`src/hw/rcw_pkg.sv`:
```
// Package: register offsets, reset values and field layout of the bank
package rcw_pkg;
   localparam int ADDR_W = 10;
   localparam int DATA_W = 8;
   localparam logic [9:0] OFS_DISCRIM = 10'h305;
   localparam logic [9:0] OFS_TX_SHAPE = 10'h306;
   localparam logic [9:0] OFS_RX_POWER = 10'h30C;
   localparam logic [9:0] OFS_SIG_QUAL = 10'h30D;
   localparam logic [9:0] OFS_RATE_HI = 10'h30E;
   localparam logic [9:0] OFS_RATE_LO = 10'h30F;
   localparam logic [9:0] OFS_PRAM_PAGE = 10'h313;
   localparam logic [9:0] OFS_TX_BASE = 10'h314;
   localparam logic [9:0] OFS_RX_BASE = 10'h315;
   localparam logic [9:0] OFS_PRESCALE = 10'h316;
   localparam logic [9:0] OFS_SLEEP = 10'h317;
   localparam logic [9:0] OFS_RELOAD_HI = 10'h318;
   localparam logic [9:0] OFS_RELOAD_LO = 10'h319;
   localparam logic [7:0] RST_DISCRIM = 8'h06;
   localparam logic [7:0] RST_TX_SHAPE = 8'h01;
   localparam logic [7:0] RST_ZERO = 8'h00;
   localparam logic [7:0] RST_RATE_HI = 8'h4E;
   localparam logic [7:0] RST_RATE_LO = 8'h20;
   localparam logic [7:0] RST_TX_BASE = 8'h80;
   localparam logic [7:0] MASK_DISCRIM = 8'h7F;
   localparam logic [7:0] MASK_TX_HOST = 8'h03;
   localparam logic [7:0] MASK_TX_CTRL = 8'hFC;
   localparam logic [7:0] MASK_PRAM = 8'h0F;
   localparam logic [7:0] MASK_PRESCALE = 8'h07;
   localparam logic [7:0] MASK_SLEEP = 8'h79;
   localparam int BIT_GAUSS = 1;
   localparam int BIT_PREEMPH = 0;
   localparam int BIT_WAKE_EN = 0;
   localparam int SLEEP_LSB = 3;
   localparam int SLEEP_W = 4;
   localparam logic [3:0] SLEEP_KEEP_RAM = 4'h1;
   localparam logic [3:0] SLEEP_KEEP_XTAL = 4'h4;
   localparam logic [3:0] SLEEP_KEEP_RAM_XTAL = 4'h5;
   localparam logic [3:0] SLEEP_KEEP_RAM_RC = 4'hB;
   // Divider as shift amount: 1,4,8,16,128,1024,8192,65536
   localparam logic [4:0] DIV_SHIFT [8] = '{5'h00, 5'h02, 5'h03, 5'h04,
                                            5'h07, 5'h0A, 5'h0D, 5'h10};
endpackage : rcw_pkg

```
`src/hw/rcw_timer_if.sv`:
```
// Interface: committed wake timer settings and timer status
`timescale 1ns/1ns
`default_nettype none
interface rcw_timer_if;
   logic [2:0] prescale;
   logic [15:0] reload;
   logic wake_en;
   logic commit;
   logic slow_tick;
   logic expired;
   modport ctrl (output prescale, reload, wake_en, commit, slow_tick,
      input expired);
   modport timer (input prescale, reload, wake_en, commit, slow_tick,
      output expired);
endinterface : rcw_timer_if
`default_nettype wire

```
`src/hw/rcw_regs.sv`:
```
// Radio configuration and wake timer register bank
//
// How it works
// - 7-bit discriminator bandwidth code, reset 6, held in its register.
// - Shaping bit 1 selects Gaussian, bit 0 pre-emphasis, resets to 1.
// - Shaping bits 7:2 belong to radio controller, host writes ignored.
// - Received power readback, signed, read only, reset zero.
// - Signal quality readback, read only, reset zero.
// - Data rate is 100 bps times upper:lower bytes, reset 78 and 32.
// - Transmit buffer base pointer, read/write, reset 128.
// - Receive buffer base pointer, read/write, reset 0.
// - Prescaler codes 0..7 divide slow clock by 1 up to 65536.
// - Prescaler write-only staging, applied on sleep setup write.
// - Sleep retention field codes 1, 4, 5, 11; others reserved.
// - Sleep setup bit 0 enables wake on timer expiry, reset 0.
// - 16-bit reload split high/low bytes, both reset zero.
// - High reload byte staged, whole value applied on low byte write.
// - Crystal settled status valid only for retention codes 4 or 5.
// - Expiry sets a sticky flag until software flag reset pulse.
`timescale 1ns/1ns
`default_nettype none
module rcw_regs #(
   parameter int ADDR_W = rcw_pkg::ADDR_W
) (
   input wire logic i_clk,
   input wire logic i_rst,
   input wire logic i_wr_en,
   input wire logic i_rd_en,
   input wire logic [ADDR_W-1:0] i_addr,
   input wire logic [7:0] i_wdata,
   input wire logic [7:0] i_ctrl_tx_bits,
   input wire logic i_ctrl_tx_bits_we,
   input wire logic [7:0] i_rx_power,
   input wire logic [7:0] i_sig_quality,
   input wire logic i_meas_valid,
   input wire logic i_slow_tick,
   input wire logic i_xtal_running,
   input wire logic i_flag_reset,
   output logic [7:0] o_rdata,
   output logic o_rdata_valid,
   output logic [6:0] o_discrim_bandwidth_code,
   output logic o_gauss_shaping,
   output logic o_preemph_en,
   output logic [5:0] o_controller_owned_bits,
   output logic [15:0] o_data_rate,
   output logic [3:0] o_pram_page,
   output logic [7:0] o_tx_base,
   output logic [7:0] o_rx_base,
   output logic [3:0] o_sleep_mode,
   output logic o_sleep_mode_valid,
   output logic o_wake_en,
   output logic o_slow_crystal_settled,
   output logic o_expiry_flag,
   output logic o_wake_request
);
   rcw_timer_if tif ();

   logic [7:0] discrim_reg;
   logic [7:0] tx_shape_reg;
   logic [7:0] rx_power_reg;
   logic [7:0] sig_qual_reg;
   logic [7:0] rate_hi_reg;
   logic [7:0] rate_lo_reg;
   logic [7:0] pram_reg;
   logic [7:0] tx_base_reg;
   logic [7:0] rx_base_reg;
   logic [2:0] pre_stage_reg;
   logic [2:0] pre_active_reg;
   logic [7:0] sleep_reg;
   logic sleep_valid_reg;
   logic [7:0] rld_hi_stage_reg;
   logic [15:0] reload_reg;
   logic commit_reg;
   logic expiry_reg;
   logic settled_reg;
   logic wake_req_reg;
   logic [7:0] rdata_reg;
   logic rvalid_reg;

   function automatic logic hit(input logic [ADDR_W-1:0] a,
                                input logic [9:0] ofs);
      hit = (a == ADDR_W'(ofs));
   endfunction : hit

   function automatic logic sleep_ok(input logic [3:0] c);
      sleep_ok = (c == rcw_pkg::SLEEP_KEEP_RAM)
         || (c == rcw_pkg::SLEEP_KEEP_XTAL)
         || (c == rcw_pkg::SLEEP_KEEP_RAM_XTAL)
         || (c == rcw_pkg::SLEEP_KEEP_RAM_RC);
   endfunction : sleep_ok

   wire w_discrim = i_wr_en && hit(i_addr, rcw_pkg::OFS_DISCRIM);
   wire w_tx_shape = i_wr_en && hit(i_addr, rcw_pkg::OFS_TX_SHAPE);
   wire w_rate_hi = i_wr_en && hit(i_addr, rcw_pkg::OFS_RATE_HI);
   wire w_rate_lo = i_wr_en && hit(i_addr, rcw_pkg::OFS_RATE_LO);
   wire w_pram = i_wr_en && hit(i_addr, rcw_pkg::OFS_PRAM_PAGE);
   wire w_tx_base = i_wr_en && hit(i_addr, rcw_pkg::OFS_TX_BASE);
   wire w_rx_base = i_wr_en && hit(i_addr, rcw_pkg::OFS_RX_BASE);
   wire w_prescale = i_wr_en && hit(i_addr, rcw_pkg::OFS_PRESCALE);
   wire w_sleep = i_wr_en && hit(i_addr, rcw_pkg::OFS_SLEEP);
   wire w_rld_hi = i_wr_en && hit(i_addr, rcw_pkg::OFS_RELOAD_HI);
   wire w_rld_lo = i_wr_en && hit(i_addr, rcw_pkg::OFS_RELOAD_LO);

   wire [3:0] sleep_field = sleep_reg[rcw_pkg::SLEEP_LSB +: rcw_pkg::SLEEP_W];
   wire [3:0] wr_sleep_field =
      i_wdata[rcw_pkg::SLEEP_LSB +: rcw_pkg::SLEEP_W];
   wire xtal_kept = (sleep_field == rcw_pkg::SLEEP_KEEP_XTAL)
      || (sleep_field == rcw_pkg::SLEEP_KEEP_RAM_XTAL);
   // Host may only touch bits 1:0; controller updates the rest
   wire [7:0] tx_shape_next = w_tx_shape
      ? ((tx_shape_reg & rcw_pkg::MASK_TX_CTRL)
         | (i_wdata & rcw_pkg::MASK_TX_HOST))
      : i_ctrl_tx_bits_we
      ? ((tx_shape_reg & rcw_pkg::MASK_TX_HOST)
         | (i_ctrl_tx_bits & rcw_pkg::MASK_TX_CTRL))
      : tx_shape_reg;
   // Expiry beats flag reset in the same cycle so no event is lost
   wire expiry_next = tif.expired ? 1'b1
      : (i_flag_reset ? 1'b0 : expiry_reg);

   // Read mux; prescaler and high reload byte are write-only, read zero
   logic [7:0] rd_mux;
   always_comb begin
      rd_mux = 8'h00;
      unique case (1'b1)
         hit(i_addr, rcw_pkg::OFS_DISCRIM): rd_mux = discrim_reg;
         hit(i_addr, rcw_pkg::OFS_TX_SHAPE): rd_mux = tx_shape_reg;
         hit(i_addr, rcw_pkg::OFS_RX_POWER): rd_mux = rx_power_reg;
         hit(i_addr, rcw_pkg::OFS_SIG_QUAL): rd_mux = sig_qual_reg;
         hit(i_addr, rcw_pkg::OFS_RATE_HI): rd_mux = rate_hi_reg;
         hit(i_addr, rcw_pkg::OFS_RATE_LO): rd_mux = rate_lo_reg;
         hit(i_addr, rcw_pkg::OFS_PRAM_PAGE): rd_mux = pram_reg;
         hit(i_addr, rcw_pkg::OFS_TX_BASE): rd_mux = tx_base_reg;
         hit(i_addr, rcw_pkg::OFS_RX_BASE): rd_mux = rx_base_reg;
         hit(i_addr, rcw_pkg::OFS_SLEEP): rd_mux = sleep_reg;
         hit(i_addr, rcw_pkg::OFS_RELOAD_LO): rd_mux = reload_reg[7:0];
         default: rd_mux = 8'h00;
      endcase
   end

   // One short block per register or group of related registers keeps each reset value easy to audit
   always_ff @(posedge i_clk or posedge i_rst) begin
      if (i_rst) begin
         discrim_reg <= rcw_pkg::RST_DISCRIM;
      end else if (w_discrim) begin
         discrim_reg <= i_wdata & rcw_pkg::MASK_DISCRIM;
      end
   end

   always_ff @(posedge i_clk or posedge i_rst) begin
      if (i_rst) begin
         tx_shape_reg <= rcw_pkg::RST_TX_SHAPE;
      end else begin
         tx_shape_reg <= tx_shape_next;
      end
   end

   always_ff @(posedge i_clk or posedge i_rst) begin
      if (i_rst) begin
         rate_hi_reg <= rcw_pkg::RST_RATE_HI;
      end else if (w_rate_hi) begin
         rate_hi_reg <= i_wdata;
      end
   end

   always_ff @(posedge i_clk or posedge i_rst) begin
      if (i_rst) begin
         rate_lo_reg <= rcw_pkg::RST_RATE_LO;
      end else if (w_rate_lo) begin
         rate_lo_reg <= i_wdata;
      end
   end

   always_ff @(posedge i_clk or posedge i_rst) begin
      if (i_rst) begin
         pram_reg <= rcw_pkg::RST_ZERO;
      end else if (w_pram) begin
         pram_reg <= i_wdata & rcw_pkg::MASK_PRAM;
      end
   end

   always_ff @(posedge i_clk or posedge i_rst) begin
      if (i_rst) begin
         tx_base_reg <= rcw_pkg::RST_TX_BASE;
      end else if (w_tx_base) begin
         tx_base_reg <= i_wdata;
      end
   end

   always_ff @(posedge i_clk or posedge i_rst) begin
      if (i_rst) begin
         rx_base_reg <= rcw_pkg::RST_ZERO;
      end else if (w_rx_base) begin
         rx_base_reg <= i_wdata;
      end
   end

   // Readbacks follow the measurement port only; host writes never land
   always_ff @(posedge i_clk or posedge i_rst) begin
      if (i_rst) begin
         rx_power_reg <= rcw_pkg::RST_ZERO;
         sig_qual_reg <= rcw_pkg::RST_ZERO;
      end else if (i_meas_valid) begin
         rx_power_reg <= i_rx_power;
         sig_qual_reg <= i_sig_quality;
      end
   end

   // Staged prescaler; the timer sees it only after a sleep setup write
   always_ff @(posedge i_clk or posedge i_rst) begin
      if (i_rst) begin
         pre_stage_reg <= '0;
      end else if (w_prescale) begin
         pre_stage_reg <= i_wdata[2:0];
      end
   end

   // Mode validity registered with the field so the output is a flop
   always_ff @(posedge i_clk or posedge i_rst) begin
      if (i_rst) begin
         sleep_reg <= rcw_pkg::RST_ZERO;
         sleep_valid_reg <= 1'b0;
         pre_active_reg <= '0;
      end else if (w_sleep) begin
         sleep_reg <= i_wdata & rcw_pkg::MASK_SLEEP;
         sleep_valid_reg <= sleep_ok(wr_sleep_field);
         pre_active_reg <= pre_stage_reg;
      end
   end

   always_ff @(posedge i_clk or posedge i_rst) begin
      if (i_rst) begin
         rld_hi_stage_reg <= rcw_pkg::RST_ZERO;
      end else if (w_rld_hi) begin
         rld_hi_stage_reg <= i_wdata;
      end
   end

   always_ff @(posedge i_clk or posedge i_rst) begin
      if (i_rst) begin
         reload_reg <= '0;
      end else if (w_rld_lo) begin
         reload_reg <= {rld_hi_stage_reg, i_wdata};
      end
   end

   always_ff @(posedge i_clk or posedge i_rst) begin
      if (i_rst) begin
         commit_reg <= 1'b0;
      end else begin
         commit_reg <= w_sleep || w_rld_lo;
      end
   end

   always_ff @(posedge i_clk or posedge i_rst) begin
      if (i_rst) begin
         expiry_reg <= 1'b0;
      end else begin
         expiry_reg <= expiry_next;
      end
   end

   always_ff @(posedge i_clk or posedge i_rst) begin
      if (i_rst) begin
         settled_reg <= 1'b0;
      end else begin
         settled_reg <= xtal_kept && i_xtal_running;
      end
   end

   always_ff @(posedge i_clk or posedge i_rst) begin
      if (i_rst) begin
         wake_req_reg <= 1'b0;
      end else begin
         wake_req_reg <= tif.expired && sleep_reg[rcw_pkg::BIT_WAKE_EN];
      end
   end

   always_ff @(posedge i_clk or posedge i_rst) begin
      if (i_rst) begin
         rdata_reg <= rcw_pkg::RST_ZERO;
         rvalid_reg <= 1'b0;
      end else begin
         rdata_reg <= i_rd_en ? rd_mux : rdata_reg;
         rvalid_reg <= i_rd_en;
      end
   end

   assign tif.prescale = pre_active_reg;
   assign tif.reload = reload_reg;
   assign tif.wake_en = sleep_reg[rcw_pkg::BIT_WAKE_EN];
   assign tif.commit = commit_reg;
   assign tif.slow_tick = i_slow_tick;

   rcw_wake_timer u_timer (
      .i_clk(i_clk),
      .i_rst(i_rst),
      .tif(tif.timer)
   );

   assign o_rdata = rdata_reg;
   assign o_rdata_valid = rvalid_reg;
   assign o_discrim_bandwidth_code = discrim_reg[6:0];
   assign o_gauss_shaping = tx_shape_reg[rcw_pkg::BIT_GAUSS];
   assign o_preemph_en = tx_shape_reg[rcw_pkg::BIT_PREEMPH];
   assign o_controller_owned_bits = tx_shape_reg[7:2];
   assign o_data_rate = {rate_hi_reg, rate_lo_reg};
   assign o_pram_page = pram_reg[3:0];
   assign o_tx_base = tx_base_reg;
   assign o_rx_base = rx_base_reg;
   assign o_sleep_mode = sleep_field;
   assign o_sleep_mode_valid = sleep_valid_reg;
   assign o_wake_en = sleep_reg[rcw_pkg::BIT_WAKE_EN];
   assign o_slow_crystal_settled = settled_reg;
   assign o_expiry_flag = expiry_reg;
   assign o_wake_request = wake_req_reg;
endmodule : rcw_regs
`default_nettype wire

```
`src/hw/rcw_wake_timer.sv`:
```
// Wake timer: prescaler on slow clock ticks, reload countdown, expiry pulse
`timescale 1ns/1ns
`default_nettype none
module rcw_wake_timer (
   input wire logic i_clk,
   input wire logic i_rst,
   rcw_timer_if.timer tif
);
   logic [16:0] pre_cnt_reg;
   logic [16:0] pre_limit;
   logic [15:0] count_reg;
   logic pre_done;
   logic expired_reg;

   assign pre_limit =
      (17'h00001 << rcw_pkg::DIV_SHIFT[tif.prescale]) - 17'h00001;
   assign pre_done = tif.slow_tick && (pre_cnt_reg >= pre_limit);
   assign tif.expired = expired_reg;

   // Uses only the committed values, so staged writes never disturb it
   always_ff @(posedge i_clk or posedge i_rst) begin
      if (i_rst) begin
         pre_cnt_reg <= '0;
         count_reg <= '0;
         expired_reg <= 1'b0;
      end else if (tif.commit) begin
         pre_cnt_reg <= '0;
         count_reg <= tif.reload;
         expired_reg <= 1'b0;
      end else begin
         expired_reg <= 1'b0;
         if (tif.slow_tick) begin
            pre_cnt_reg <= pre_done ? '0 : pre_cnt_reg + 17'h00001;
         end
         if (pre_done) begin
            if (count_reg == 16'h0000) begin
               count_reg <= tif.reload;
               expired_reg <= 1'b1;
            end else begin
               count_reg <= count_reg - 16'h0001;
            end
         end
      end
   end
endmodule : rcw_wake_timer
`default_nettype wire

```
`config.mk`:
```
export PLATFORM = sky130hd
export DESIGN_NAME = rcw_regs
export DESIGN_NICKNAME = d
export VERILOG_FILES = /design/src/hw/rcw_pkg.sv /design/src/hw/rcw_timer_if.sv /design/src/hw/rcw_regs.sv /design/src/hw/rcw_wake_timer.sv
export SDC_FILE = /design/constraint.sdc
export NUM_CORES = 1
export LEC_CHECK = 0
export ABC_AREA = 1
export ABC_CLOCK_PERIOD_IN_PS = 8900
export BUFFER_PORTS_ARGS = -buffer_cell sky130_fd_sc_hd__buf_2
export CAP_MARGIN = 20
export CORE_MARGIN = 8
export CORE_UTILIZATION = 62
export CTS_CLUSTER_SIZE = 16
export DETAILED_ROUTE_END_ITERATION = 10
export PLACE_DENSITY = 0.85
export RECOVER_POWER = 100
export SYNTH_ARGS = -nofsm -noshare
export SYNTH_HDL_FRONTEND = slang
export SYNTH_HIERARCHICAL = 1
export SYNTH_SLANG_ARGS = --single-unit
```
`constraint.sdc`:
```
create_clock -name i_clk -period 8.9 [get_ports i_clk]
set_input_delay 1.335 -clock i_clk [delete_from_list [all_inputs] [get_ports i_clk]]
set_output_delay 1.335 -clock i_clk [all_outputs]
set_load 0.1 [all_outputs]
```
======== Yosys cells after proc, flatten, opt, wreduce, memory -nomap -nowiden ========
Memories as Yosys holds them, arrays and structs flattened.
Cells that the tools add are included.
operators by class
  add/subtract/negate cells ............... 3
  order comparisons ....................... 2
  equality and inequality tests ........... 19
  shifts and indexed selects .............. 1
  multiplexer cells ....................... 16
  bitwise gates (word level) .............. 3
  reduce and logical (&&, ||, !) cells .... 24
operators with widths
  operator                 number
  $eq A10 B10 Y1 const B   13
  $pmux W8 S11             1
  $mux W17                 3
  $mux W16                 3
  $add A17 B1 Y17 const B  1
  $ge A17 B17 Y1           1
  $shl A1 B5 Y17 const A   1
  $sub A17 B1 Y17 const B  1
  $eq A4 B3 Y1 const B     4
  $logic_not A16 Y1        1
  $mux W8                  2
  $sub A16 B1 Y16 const B  1
  $logic_and A1 B1 Y1      14
  $mux W5                  2
  $or A2 B8 Y8             1
  $or A8 B2 Y8             1
  $reduce_bool A2 Y1       4
  $logic_or A1 B1 Y1       5
  $mux W1                  5
  $eq A4 B1 Y1 const B     1
  $eq A4 B4 Y1 const B     1
  $ge A4 B4 Y1 const B     1
  $not A3 Y4               1
storage, ports and cells
  flip-flop bits (word level) ............. 150
  memory bits (read-only) ................. 40
  output and inout bits ................... 69
  memories kept ........................... 1
memory list
  memory            depth  bits a word  read ports  clocked after memory_dff  wr ports  line                  text
  (name not given)  8      5            1           0                         0         rcw_wake_timer.sv:16  (17'h00001 << rcw_pkg::DIV_SHIFT[tif.prescale]) - 17'h00001;

======== Depth between registers and ports, before layout ========
  depth in word-level cells ............... 11
  mapped depth ............................ 27

======== By module ========
Netlist, hierarchy kept.
modules (own cells, without submodules)
  module          instances  cells each  area an instance (µm²)  sequential area each (µm²)
  rcw_regs        1          629         5305.1                  2914.0
  rcw_wake_timer  1          444         3094.2                  850.8

======== Worst setup path before layout ========
Ideal clock, no wire load.
  path kind ............................... register to register
  start point ............................. register pre_active_reg[0]
  end point ............................... register u_timer.count_reg[0]
  setup time .............................. 0.117 ns
  arrival time ............................ 3.088 ns
  data required time ...................... 8.783 ns
  path slack .............................. 5.696 ns
  cell stages (with the launch flop) ...... 25
  period minus slack after synthesis ...... 3.204 ns
  cell sequence ........................... dfrtp_1 > inv_1 > ha_1 > inv_2 > o21ai_4 > nand3_4 > nor2_2 > inv_1 > ha_1 > nand3_1 > inv_2 > nand2_4 > xor2_1 > ha_1 > nand2_1 > nor2_2 > nand3_1 > nor2_1 > nor2_1 > nand3_2 > nand2_4 > nand2_2 > buf_4 > nand2_1 > nand2_1
on the way
  longest elaborated chain between the ends .. 9
ends and longest elaborated chain
  item                                        line                  text
  start, declared                             rcw_regs.sv:68        logic [2:0] pre_active_reg;
  start signal, assigned                      rcw_regs.sv:227       pre_active_reg <= pre_stage_reg;
  $not A3 Y4 (implied by the code)            rcw_wake_timer.sv:16
  $mem_v2 Z8 W5                               -
  $mux W5 (implied by the code) (2 in a row)  rcw_wake_timer.sv:16
  $shl A1 B5 Y17                              rcw_wake_timer.sv:16
  $sub A17 B1 Y17                             rcw_wake_timer.sv:16
  $ge A17 B17 Y1                              rcw_wake_timer.sv:17  assign pre_done = tif.slow_tick && (pre_cnt_reg >= pre_limit);
  $logic_and A1 B1 Y1                         rcw_wake_timer.sv:17
  $reduce_bool A2 Y1 (no line)                -
  end signal, assigned                        rcw_wake_timer.sv:28  count_reg <= tif.reload;
  end signal, assigned                        rcw_wake_timer.sv:37  count_reg <= tif.reload;
  end signal, assigned                        rcw_wake_timer.sv:40  count_reg <= count_reg - 16'h0001;
  end, declared                               rcw_wake_timer.sv:11  logic [15:0] count_reg;
Every way passes these cells. The select of a mux whose other input is x is not followed.
A chain may end at the register's enable or synchronous reset.

======== Worst setup path in the final report ========
  start point ............................. register pre_active_reg[0]
  end point ............................... register u_timer.count_reg[11]
Same word-level chain as after synthesis.

==> results by group <==
Detailed routing
  – Post-DR vias/cell: 5.70
  – DRT iter0 DRCs: 799
  – Total wire length: 23.5 mm
  – Routed Antenna Nets: 0
  – WL/cell: 17.2 µm
  – DRC Markers: 0
  – Via count: 7,805
  – 1st-pass router iterations: 7

Synth
  – Largest family of logic cells by synthesized area: simple AND/OR/NAND/NOR gates
  – Cell count after synthesis: 1,073
  – XOR/XNOR share of the synthesized area: 0.0282
  – Post-synthesis simple-gate area fraction: 0.344
  – Syn avg cell area: 7.83 µm²
  – Syn nets: 1,149
  – Post-synth ARST share: 1.00
  – Mapped cell area: 8400 µm²
  – Post-synthesis mux area share: 0.0201
  – Sequential-to-total area share from yosys stat: 0.448
  – Synth Area in Compound Gates: 0.0647
  – Yosys cell types: 40
  – Ys flop type: dfrtp_1
  – Number of flops mapped to enable cells by yosys: 0
  – Synth Area in Adders: 0.0372
  – Yosys reg bits: 150
  – Warnings, synthesis: 6

Setup path
  – Worst r2r src: pre_active_reg[0]$_DFFE_PP0P_
  – Peak per-stage delay on the critical path: 0.81 ns
  – CP Launch Point: pre_active_reg[0]$_DFFE_PP0P_
  – CP Max Fanout: 32
  – Worst EP arrival: 5.80 ns
  – CP most frequent cell: nand2_1
  – WS Path Type: register to register
  – R2R setup slack: 3.39 ns
  – Critical Path, Cell by Cell: inv_1 -> ha_1 -> inv_1 -> o21ai_0 -> nand3_1 -> nor2_1 -> inv_1 -> ha_1 -> nand3_1 -> clkinv_1 -> nand2_1 -> xor2_1 -> ha_1 -> nand2_1 -> nor2_2 -> nand3_1 -> nor2_1 -> nor2_1 -> nand3_2 -> nand2_1 -> nand2_1 -> nand2_1 -> nand2_1
  – Slowest CP cell: nand2_1
  – CP startpoint kind: register
  – Worst path buffer plus inverter count: 4
  – Required time worst endpoint: 9.20 ns
  – Critical Path End Type: register
  – Critical path's top delay family: simple AND/OR/NAND/NOR gates

STA
  – Fin. Hold Viols: 0
  – Post-route minimum period: 5.51 ns
  – Final worst-path cycle share: 0.619
  – Slew margin rel.: -1.19
  – Fin Hold WS: 0.459 ns
  – Final setup fails: 0
  – Max frequency: 182 MHz
  – Max-slew violation count: 154
  – RSZ-0062 raised after global routing: no
  – Final Skew: 0.0106 ns
  – Worst setup margin: 3.39 ns
  – Final setup TNS: 0 ns
  – Worst-margin pin slew: 3.28 ns

Power
  – Clk pwr share: 0.386
  – Psw: 0.604 mW
  – Leak: 4.68 nW
  – Int Pwr: 1.28 mW
  – Comb power frac: 0.194
  – Tot Pwr: 1.88 mW
  – Pwr dens: 199 nW/µm²
  – Worst vdd ir: 0.159 mV
  – Sw Share: 0.321
  – Seq pwr share: 0.421

Global routing
  – Largest net degree at the start of global routing: 65
  – Vias in the first global route: 7,503
  – Total track usage: 0.273
  – Global Route met1 Usage: 0.345
  – M2 GR Usage: 0.427
  – Met3 Use GR: 0.0766
  – Most Used Layer, Global Route: met2
  – Global-route wire length before repair: 38.3 mm
  – Gr ovfl total: 0
  – Antenna violations before repair: 2

Final layout
  – Commonest cells after routing, fill and taps aside: nand2_1 (341), dfrtp_1 (141), nor2_1 (109), nand3_1 (109), o21ai_0 (84)
  – Max reg flops: 17
  – Layout cells sized above 1: 0.124
  – Total Nets Final: 1,256
  – Commonest non-fill, non-tap cell in the layout: nand2_1
  – Area of the multi-input gates: 4050 µm²
  – Sequential cell area: 3760 µm²
  – Layout fillers: 1,113
  – End-of-flow core utilization: 0.714
  – Layout area overhead: 12.5%
  – Fin cells: 1,370
  – Final instance area: 9450 µm²

Floorplanning
  – Rows: 42
  – Die area: 17,500 µm²
  – Initial Utilization: 0.634
  – Die X: 132 µm
  – Core region area: 13,200 µm²
  – I/O pin cnt: 120
  – Die Y: 132 µm

Placed design
  – Dpl cells: 1,337
  – DP Worst Slack: 4.89 ns
  – Dpl cell area: 9060 µm²
  – Dpl hpwl: 17.1 mm
  – PortBufs: 117
  – Placer Congestion: 0.998

Clock tree
  – CTS Buffer Depth: 2
  – Resize count post-CTS: 0
  – Clock Sinks: 150
  – Reg clk slew, reported paths: 0.06 ns
  – Total CTS buffers: 17
  – H-tree Lvls: 4
  – CTS tree: yes
  – Worst skew pair latency: 0.43 ns
  – Clk root buf: clkbuf_16
  – Cts hold-fix bufs: 0
  – Postcts setup bufs: 0

Status
  – Failing checks: capacitance limit, slew limit
  – Status: finished with violations

Job
  – Max_cap viols: 3

Worst hold path
  – Hold crit path type: register to register
  – Hold Path Origin: sleep_reg[4]$_DFFE_PP0P_
[power by group through the flow]
stage | registers, mW | logic [mW] | clock network (mW)
floorplan | 0.833 | 0.250 | 0
global placement | 0.798 | 0.356 | 0
detailed placement | 0.799 | 0.368 | 0
CTS | 0.789 | 0.370 | 0.729
global route | 0.798 | 0.407 | 0.760
finish | 0.791 | 0.364 | 0.725
[synth_stat cells, types with 9 or more instances]
| master | number | area, µm² |
|---|---|---|
| nand4_1 | 32 | 200 |
| inv_2 | 17 | 63.8 |
| nand2_1 | 335 | 1260 |
| nand3_1 | 106 | 531 |
| o21ai_1 | 49 | 245 |
| clkbuf_1 | 10 | 37.5 |
| dfrtp_1 | 141 | 3530 |
| ha_1 | 25 | 313 |
| xor2_1 | 20 | 175 |
| mux2_2 | 15 | 169 |
| inv_1 | 66 | 248 |
| dfstp_2 | 9 | 236 |
| nor3_1 | 9 | 45.0 |
| buf_2 | 14 | 70.1 |
| nor2_1 | 101 | 379 |
| nor2_2 | 22 | 138 |
| o21ai_0 | 39 | 195 |
[final timing paths]
path,endpoint,cells after the start
max,u_timer/count_reg[11]$_DFFE_PP0P_,23
min,o_slow_crystal_settled$_DFF_PP0_,1
max reg2reg,u_timer/count_reg[11]$_DFFE_PP0P_,23
min reg2reg,o_slow_crystal_settled$_DFF_PP0_,1
max in group asynchronous,rld_hi_stage_reg[1]$_DFFE_PP0P_,3
min in group asynchronous,o_expiry_flag$_DFFE_PP0P_,2
[metal layers]
layer,vias to the layer above,share of wire
met5,-,0.00094
met4,4,0.037
met3,82,0.084
met2,366,0.47
met1,3650,0.41
li1,3703,-
[cell families after synthesis]
family	count (synthesis)
compound gates	102
simple gates	639
fa+ha+maj	25
xor+xnor	27
flops	150
buf+inv	115
mux	15
[area by class of cell]
class	instances	share of cell area
Clock buffer	19	0.0469
Sequential cell	150	0.398
Inverter	84	0.0338
Clock inverter	13	0.0158
Multi-Input combinational cell	808	0.428
Tap cell	176	0.0233
Timing Repair Buffer	119	0.0531
Antenna cell	1	0.000265
(Power assumes the default switching activity.)
